**config.mk**
```make
export PLATFORM = sky130hd
export DESIGN_NAME = lec_ldo_enable_config_regs
export DESIGN_NICKNAME = d
export VERILOG_FILES = /design/src/hdl/lec_pkg.sv /design/src/hdl/lec_ldo_enable_config_regs.sv /design/src/hdl/lec_sync.sv
export SDC_FILE = /design/constraint.sdc
export NUM_CORES = 1
export LEC_CHECK = 0
export BUFFER_PORTS_ARGS = -buffer_cell sky130_fd_sc_hd__buf_2
export CORE_ASPECT_RATIO = 1.25
export CORE_MARGIN = 2
export CORE_UTILIZATION = 31
export CTS_CLUSTER_DIAMETER = 150
export DETAILED_ROUTE_END_ITERATION = 10
export SETUP_SLACK_MARGIN = 0.3
export SLEW_MARGIN = 5
export SYNTH_ARGS = -nofsm -noshare
export SYNTH_HDL_FRONTEND = slang
export SYNTH_SLANG_ARGS = --single-unit
```
**constraint.sdc**
```tcl
create_clock -name clk -period 1.55 [get_ports clk]
set_clock_uncertainty 0.1 [all_clocks]
set_input_delay 0.31 -clock clk [delete_from_list [all_inputs] [get_ports clk]]
set_output_delay 0.31 -clock clk [all_outputs]
set_load 0.1 [all_outputs]
```
**src/hdl/lec_pkg.sv**
```systemverilog
// shared types and constants for the second regulator's configuration registers
package lec_pkg;

    // ------------------------------------------------------------
    // register offsets on the serial register port
    // ------------------------------------------------------------
    localparam logic [7:0] LEC_ADDR_CONFIG  = 8'h14;
    localparam logic [7:0] LEC_ADDR_VOLTAGE = 8'h15;

    // ------------------------------------------------------------
    // field layout and values after reset
    // ------------------------------------------------------------
    localparam int         LEC_SLOT_MSB     = 7;
    localparam int         LEC_SLOT_LSB     = 5;
    localparam int         LEC_RFU_BIT      = 4;
    localparam int         LEC_DSC_BIT      = 3;
    localparam int         LEC_SEL_MSB      = 2;
    localparam int         LEC_SEL_LSB      = 1;
    localparam int         LEC_MODE_BIT     = 0;
    localparam int         LEC_VCODE_W      = 5;
    localparam logic       LEC_DSC_RST      = 1'h0;
    localparam logic [1:0] LEC_SEL_RST      = 2'h0;
    localparam logic       LEC_MODE_RST     = 1'h0;
    localparam logic [4:0] LEC_VCODE_RST    = 5'h00;
    localparam logic [7:0] LEC_RD_IDLE      = 8'h00;
    localparam int         LEC_SYNC_STAGES  = 2;

    typedef enum logic [2:0] {
        LEC_SLOT_OFF    = 3'b000,
        LEC_SLOT_SUPPLY = 3'b001,
        LEC_SLOT_BOOT0  = 3'b010,
        LEC_SLOT_BOOT25 = 3'b011,
        LEC_SLOT_BOOT50 = 3'b100,
        LEC_SLOT_OFF5   = 3'b101,
        LEC_SLOT_OFF6   = 3'b110,
        LEC_SLOT_SOFT   = 3'b111
    } lec_slot_t;

    typedef enum logic [1:0] {
        LEC_SEL_OFF = 2'b00,
        LEC_SEL_ON  = 2'b01,
        LEC_SEL_IN0 = 2'b10,
        LEC_SEL_IN1 = 2'b11
    } lec_sel_t;

    typedef struct packed {
        lec_slot_t  slot;
        logic       rfu;
        logic       discharge;
        lec_sel_t   sel;
        logic       mode;
    } lec_cfg_t;

    // progress flags of the boot delay timer, each a level once reached
    typedef struct packed {
        logic started;
        logic quarter;
        logic half;
        logic done;
    } lec_boot_t;

    typedef struct packed {
        logic       wrEn;
        logic       rdEn;
        logic [7:0] addr;
        logic [7:0] wrData;
    } lec_regreq_t;

    typedef struct packed {
        logic forcedPowerDown;
        logic shutdownOrOff;
    } lec_pwr_t;

endpackage

```
**src/hdl/lec_ldo_enable_config_regs.sv**
```systemverilog
// configuration, enable and discharge control of the second low-dropout regulator
// ------------------------------------------------------------
// Notes on behaviour
// RULE1: three-bit sequence slot in bits 7..5 is read-only to software.
// RULE2: slot 000 keeps regulator off; 001 enables it while supply rail present.
// RULE3: slots 010, 011, 100 enable at 0%, 25%, 50% of boot delay.
// RULE4: slots 101, 110 stay off; 111 hands over to software after full delay.
// RULE5: discharge bit 1 discharges in forced power-down and while enable is low.
// RULE6: discharge bit 0 discharges only in forced power-down or shutdown/off, not on disable.
// RULE7: software enable selection acts only while slot equals 111.
// RULE8: selection 00 disables without discharge except forced/shutdown/off; 01 enables.
// RULE9: selection 10 follows input zero, selection 11 follows input one.
// RULE10: mode bit 0 regulates; 1 makes the pass device a plain switch.
// RULE11: mode bit is latched internally and changes only while regulator disabled.
// ------------------------------------------------------------
module lec_ldo_enable_config_regs
    import lec_pkg::*;
#(
    parameter logic [4:0] VCODE_RESET = LEC_VCODE_RST
)(
    input  wire logic        clk,
    input  wire logic        rst_n,
    input  wire lec_regreq_t regReq,
    output logic [7:0]       regRdData,
    input  wire logic [2:0]  sequenceSlotStrap,
    input  wire logic        supplyPresent,
    input  wire logic        multiPurposeInputZero,
    input  wire logic        multiPurposeInputOne,
    input  wire lec_boot_t   bootProgress,
    input  wire lec_pwr_t    powerState,
    output logic             regulatorEnable,
    output logic             outputDischarge,
    output logic             switchModeActive,
    output logic [4:0]       outputVoltageCode
);

    typedef struct packed {
        lec_cfg_t   cfg;
        logic [4:0] vcode;
        logic       slotValid;
        logic       modeLatched;
        logic       enable;
        logic       discharge;
        logic [7:0] rdData;
    } lec_state_t;

    lec_state_t st_r;
    lec_state_t st_nxt;
    logic [2:0] pinSync;
    logic       supplySync;
    logic       in0Sync;
    logic       in1Sync;
    logic       forceOff;
    logic       quietOff;
    logic       enableWant;

    // ------------------------------------------------------------
    // pin synchronisers
    // ------------------------------------------------------------
    lec_sync #(
        .WIDTH   (3)
    ) u_pinSync (
        .clk     (clk),
        .rst_n   (rst_n),
        .asyncIn ({supplyPresent, multiPurposeInputOne, multiPurposeInputZero}),
        .syncOut (pinSync)
    );

    assign supplySync = pinSync[2];
    assign in1Sync    = pinSync[1];
    assign in0Sync    = pinSync[0];
    assign forceOff   = powerState.forcedPowerDown | powerState.shutdownOrOff;
    // selection 00 under software control disables without discharge
    assign quietOff   = (st_r.cfg.slot == LEC_SLOT_SOFT) && (st_r.cfg.sel == LEC_SEL_OFF); // RULE8

    // ------------------------------------------------------------
    // enable decode
    // ------------------------------------------------------------
    function automatic logic lec_soft_enable(lec_sel_t sel, logic in0, logic in1);
        logic en;
        en = 1'b0;
        unique case (sel)
            LEC_SEL_OFF: en = 1'b0;                 // RULE8
            LEC_SEL_ON:  en = 1'b1;                 // RULE8
            LEC_SEL_IN0: en = in0;                  // RULE9
            LEC_SEL_IN1: en = in1;                  // RULE9
        endcase
        return en;
    endfunction

    always_comb
    begin
        enableWant = 1'b0;
        unique case (st_r.cfg.slot)
            LEC_SLOT_OFF:    enableWant = 1'b0;                 // RULE2
            LEC_SLOT_SUPPLY: enableWant = supplySync;           // RULE2
            LEC_SLOT_BOOT0:  enableWant = bootProgress.started; // RULE3
            LEC_SLOT_BOOT25: enableWant = bootProgress.quarter; // RULE3
            LEC_SLOT_BOOT50: enableWant = bootProgress.half;    // RULE3
            LEC_SLOT_OFF5:   enableWant = 1'b0;                 // RULE4
            LEC_SLOT_OFF6:   enableWant = 1'b0;                 // RULE4
            // selection only consulted in this arm
            LEC_SLOT_SOFT:   enableWant = bootProgress.done
                                 & lec_soft_enable(st_r.cfg.sel, in0Sync, in1Sync); // RULE7
        endcase
        // strap not yet captured, or device forced down: keep off
        if (!st_r.slotValid || forceOff)
        begin
            enableWant = 1'b0;
        end
    end

    // ------------------------------------------------------------
    // state update
    // ------------------------------------------------------------
    always_comb
    begin
        st_nxt = st_r;
        // strap is caught on the first edge after reset release
        if (!st_r.slotValid)
        begin
            st_nxt.cfg.slot  = lec_slot_t'(sequenceSlotStrap);
            st_nxt.slotValid = 1'b1;
        end
        if (regReq.wrEn && regReq.addr == LEC_ADDR_CONFIG)
        begin
            // slot and reserved bit are not writable
            st_nxt.cfg.discharge = regReq.wrData[LEC_DSC_BIT];                         // RULE1
            st_nxt.cfg.sel       = lec_sel_t'(regReq.wrData[LEC_SEL_MSB:LEC_SEL_LSB]);
            st_nxt.cfg.mode      = regReq.wrData[LEC_MODE_BIT];
        end
        if (regReq.wrEn && regReq.addr == LEC_ADDR_VOLTAGE)
        begin
            st_nxt.vcode = regReq.wrData[LEC_VCODE_W-1:0];
        end
        st_nxt.enable = enableWant;
        // latched copy follows the register only while disabled
        if (!st_r.enable)
        begin
            st_nxt.modeLatched = st_r.cfg.mode;                                        // RULE11
        end
        // option bit selects whether a normal disable also discharges
        st_nxt.discharge = forceOff                                   // RULE6
                         | (st_r.cfg.discharge & ~enableWant & ~quietOff); // RULE5 RULE8
        st_nxt.rdData = LEC_RD_IDLE;
        if (regReq.rdEn)
        begin
            if (regReq.addr == LEC_ADDR_CONFIG)
            begin
                st_nxt.rdData = {st_r.cfg.slot, 1'b0, st_r.cfg.discharge,
                                 st_r.cfg.sel, st_r.cfg.mode};
            end
            else if (regReq.addr == LEC_ADDR_VOLTAGE)
            begin
                st_nxt.rdData = {3'h0, st_r.vcode};
            end
        end
    end

    always_ff @(posedge clk or negedge rst_n)
    begin
        if (!rst_n)
        begin
            st_r                <= '0;
            st_r.cfg.discharge  <= LEC_DSC_RST;
            st_r.cfg.sel        <= lec_sel_t'(LEC_SEL_RST);
            st_r.cfg.mode       <= LEC_MODE_RST;
            st_r.vcode          <= VCODE_RESET;
            st_r.modeLatched    <= LEC_MODE_RST;
            st_r.rdData         <= LEC_RD_IDLE;
        end
        else
        begin
            st_r <= st_nxt;
        end
    end

    assign regRdData         = st_r.rdData;
    assign regulatorEnable   = st_r.enable;
    assign outputDischarge   = st_r.discharge;
    assign switchModeActive  = st_r.modeLatched;    // RULE10
    assign outputVoltageCode = st_r.vcode;
endmodule

```
**src/hdl/lec_sync.sv**
```systemverilog
// two-stage synchroniser for inputs arriving from outside the clock domain
module lec_sync
    import lec_pkg::*;
#(
    parameter int WIDTH = 1
)(
    input  wire logic             clk,
    input  wire logic             rst_n,
    input  wire logic [WIDTH-1:0] asyncIn,
    output logic      [WIDTH-1:0] syncOut
);

    // refused at elaboration, before any process runs
    if (WIDTH < 1)
    begin : g_width_check
        $error("lec_sync: WIDTH must be at least 1");
    end

    typedef struct packed {
        logic [WIDTH-1:0] stage1;
        logic [WIDTH-1:0] stage2;
    } lec_sync_state_t;

    lec_sync_state_t st_r;
    lec_sync_state_t st_nxt;

    // stage1 feeds stage2 only
    always_comb
    begin
        st_nxt        = st_r;
        st_nxt.stage1 = asyncIn;
        st_nxt.stage2 = st_r.stage1;
    end

    always_ff @(posedge clk or negedge rst_n)
    begin
        if (!rst_n)
        begin
            st_r <= '0;
        end
        else
        begin
            st_r <= st_nxt;
        end
    end

    assign syncOut = st_r.stage2;

endmodule

```
# Yosys cells after proc, flatten, opt, wreduce, memory -nomap -nowiden
# Cells that the tools add are included.
# totals
ff_bits,30
wordCells,46
# op_classes
reduce_logical,8
eq_ne,12
muxes,7
n_bitwise,7
# op_table
operator,n
$eq A8 B5 Y1 const B,2
$mux W8,2
$eq A3 B3 Y1 const B,4
$eq A3 B2 Y1 const B,2
$pmux W1 S6,1
$mux W5,1
$eq A2 B2 Y1 const B,2
$pmux W1 S4,1
$and A1 B1 Y1,3
$eq A3 B1 Y1 const B,1
$logic_and A1 B1 Y1,3
$logic_not A3 Y1,1
$reduce_or A3 Y1,1
$eq A2 B1 Y1 const B,1
$logic_not A2 Y1,1
$mux W1,2
$not A1 Y1,2
$or A1 B1 Y1,2
$logic_not A1 Y1,1
$logic_or A1 B1 Y1,1

# Logic depth before layout (Yosys ltp)
# logic_depth
word_depth,10
ltp_mapped,4

# Hierarchy
# From an unflattened synthesis, not the netlist that was laid out.
# unflattened
cells_unflattened,91
hier_area_um2,1227.4
# by_module_without_submodules
module,cells_each,area_each_um2,instances
lec_ldo_enable_config_regs,85,1077.3,1
lec_sync,6,150.1,1

# Worst setup path after synthesis
# Ideal clock, no wire load.
# synth_timing
path_kind,input to register
startpoint,in regReq[14] (netlist bit)
endpoint,reg st_r (netlist bit outputVoltageCode[3])
arrival_time_ns,1.610
setup_slack_ns,-0.287
path_stages,4
setup_ns,0.128
required_ns,1.322
path_cell_list,or4b_4 > nor4b_4 > nand3_2 > mux2_1
# synth_between
elab_chain_len,2
# synth_rtl
element,line,text
"start, declared",lec_ldo_enable_config_regs.sv:23,"input wire lec_regreq_t regReq,"
$eq A8 B5 Y1,lec_ldo_enable_config_regs.sv:132,if (regReq.wrEn && regReq.addr == LEC_ADDR_VOLTAGE)
$logic_and A1 B1 Y1,lec_ldo_enable_config_regs.sv:132,
"end signal, assigned",lec_ldo_enable_config_regs.sv:174,st_r <= st_nxt;
"end, declared",lec_ldo_enable_config_regs.sv:47,lec_state_t st_r;
# Every way passes these cells.
# A chain may end at the register's enable or synchronous reset.

# Final worst setup path
# layout_timing
startpoint,in regReq[14] (netlist bit)
endpoint,reg st_r[17] (netlist bit)
# layout_between
elab_chain_len,2
# layout_rtl
element,line,text
$eq A8 B5 Y1,lec_ldo_enable_config_regs.sv:125,if (regReq.wrEn && regReq.addr == LEC_ADDR_CONFIG)
$logic_and A1 B1 Y1,lec_ldo_enable_config_regs.sv:125,
# Every way passes these cells.

==> run metrics <==
switch share 0.274; vias in the first global route 881; pwr dens 872 nW/um^2; ys async rst share 1.00; CTS tree yes; Post-route DRC 0; Critical Path Sink Type flop; Crit Path Max Fanout 4; # clock sinks 30; Clock Tree Root clkbuf_8; syn_nets 123; buffers added on ports 44; Synth warnings 0; sequential-to-total area share from yosys stat 0.605; unrepaired setup endpoints after global routing true; fin nets 174; Setup CP Type in -> reg; Ports 48; final hold slack -47.6 ps; CTS buffer count 5; antenna diode count 0; Initial DRC Count 17; Least-Margin Pin Slew 644 ps; #FFs+latches synth 30; commonest non-fill, non-tap cell in the layout buf_2; Placed Cells 176; worst hold path type in -> async; count of cell types in the netlist 24; Slew HR 0.571; Clk pwr share 0.350; post-route minimum period 1730 ps; VDD IR max 0.639 mV; Fin. Hold Viols 30; fillers 331; Max Cap Viol 0; routability congestion estimate from global placement 0.776; fmax 578 MHz; post-route non-filler standard cell count 197; largest net degree at the start of global routing 31; Via density 4.27; area grow syn2layout 60.0%; cells after synthesis 91; Pwr Total 1.73 mW; ANT nets after route 0; row cnt 25; Setup crit start kind input pin; Setup Viol. Count Final 12; Post-synth EDFFs 0; die height 74.7 um; TritonRoute pass-1 iters 4; Initial Util 0.325; initial antenna violation count 0; post-DP HPWL 1.68 mm; GRT Util Overall 0.121; core area 3820 um^2; clk_lat worst skew 280 ps; Synth Flop Type dfrtp_1; Setup WS post-layout -179 ps; WL final 2.46 mm; htree depth 2; period utilization 1.12; first-pass GRT wire length 3.89 mm; grt total ovfl 0; Worst EP required 1610 ps; Via Count 842; sequential cell area 758 um^2; clock slew at reported path FFs 70 ps; CP startpoint regReq[14]; commonest cells after routing, fill and taps aside buf_2 (27), dfrtp_1 (26), buf_12 (16); Mean Syn Cell Area 13.6 um^2; die area 4530 um^2; Mapped Area 1240 um^2; WL per Instance 12.5 um; Combinational Power Share 0.160; Flop pwr share 0.490; Cell Int Power 1.26 mW; multi-input logic area 487 um^2; die width 60.6 um; CTS Buffer Depth 2; violated checks negative hold slack, negative setup slack; layout cells sized above 1 0.692; Area after DPL 1470 um^2; RR Startpoint st_r[24]; final instance area 1990 um^2; crit path DAT 1790 ps; status finished, violations left; fin. max-slew vios 0; Net Sw Power 475 uW; Setup TNS Final -1550 ps; leakage 0.935 nW
## cell families (layout without fill, tap and decap cells)
kind of cell           after synthesis  in the layout  share of synthesized area
flip-flops                          30             30                      0.605
AND/OR/NAND/NOR                     19             19                      0.104
multiplexers                        18             18                      0.158
buffers and inverters               16             68                     0.0887
AO/OA/AOI/OAI                        7              7                     0.0413
other                                1              1                    0.00302
## final timing paths
| path | endpoint | slack [ps] | cells after the start |
|---|---|---|---|
| worst max-delay path | st_r[17] | -180 | 6 |
| worst max register to register | outputDischarge | 210 | 4 |
| max in group asynchronous | regulatorEnable | 910 | 1 |
| worst min register to register | u_pinSync.syncOut[0] | 250 | 0 |
| min in group clk | u_pinSync.st_nxt[2] | 40 | 1 |
| worst min-delay path | st_r[24] | -50 | 1 |
## layout make-up
class,count,share of cell area
clock buffer,5,0.0347
clock inverter,3,0.0107
inverter,2,0.00378
multi-input combinational,45,0.245
sequential,30,0.382
tap,54,0.0340
timing repair buffer,58,0.290
## cell usage after synthesis (2+ instances only)
| cell type | n | area (um^2) |
|---|---|---|
| dfrtp_1 | 30 | 751 |
| buf_4 | 13 | 97.6 |
| mux2_2 | 11 | 124 |
| nor2_1 | 6 | 22.5 |
| mux2i_1 | 5 | 50.1 |
| nand2_1 | 4 | 15.0 |
| a21oi_1 | 2 | 10.0 |
| inv_1 | 2 | 7.51 |
| mux2_1 | 2 | 22.5 |
| nor3b_1 | 2 | 15.0 |
## metal layers
| layer | part of all wire | vias to the layer above | global-route usage | routed length (um) |
|---|---|---|---|---|
| met4 | 0.017 | 0 | 0.0580 | 41 |
| met1 | 0.35 | 410 | 0.119 | 867 |
| li1 | - | 405 | - | - |
| met3 | 0.043 | 4 | 0.0601 | 106 |
| met2 | 0.59 | 23 | 0.210 | 1440 |
| met5 | 0 | - | 0 | 0 |
## power by group through the flow
| stage | combinational [mW] | clock (mW) | sequential, mW |
|---|---|---|---|
| final | 0.277 | 0.606 | 0.849 |
| after global routing | 0.295 | 0.661 | 0.853 |
| after CTS | 0.268 | 0.628 | 0.846 |
| after detailed placement | 0.210 | 0 | 0.859 |
| after global placement | 0.206 | 0 | 0.858 |
| after floorplan | 0.109 | 0 | 0.881 |
## through the flow
stage | hold slack, ps | utilization | setup WS, ps
3_3_place_gp | 232 | 0.385 | -450
5_1_grt | -0.861 | 0.520 | -212
2_1_floorplan | -85.6 | - | -287
3_5_place_dp | 237 | 0.385 | -495
4_1_cts | -24.6 | 0.496 | -178
6_report | -47.6 | 0.520 | -179
## sequential cells by signal, summed over array words and instances (netlist names)
signal             flops
st_r                   8
outputVoltageCode      5
outputDischarge        1
u_pinSync.st_nxt       3
regulatorEnable        1
u_pinSync.syncOut      3
regRdData              8
switchModeActive       1
## timing repair
item | CTS | global route
buffers inserted | 10 | 3
endpoints found under the hold margin | 30 | 2
gates resized for setup | 67 | 16
pin swaps | 7 | 6
setup endpoints to repair | 35 | 35
## worst max-delay path, stage by stage
cell,delay [ps]
buf_6,90
or4b_4,540
nor4b_4,290
buf_4,180
nand3b_4,100
mux2_2,280
No activity file was read; power rests on OpenSTA's default activity.
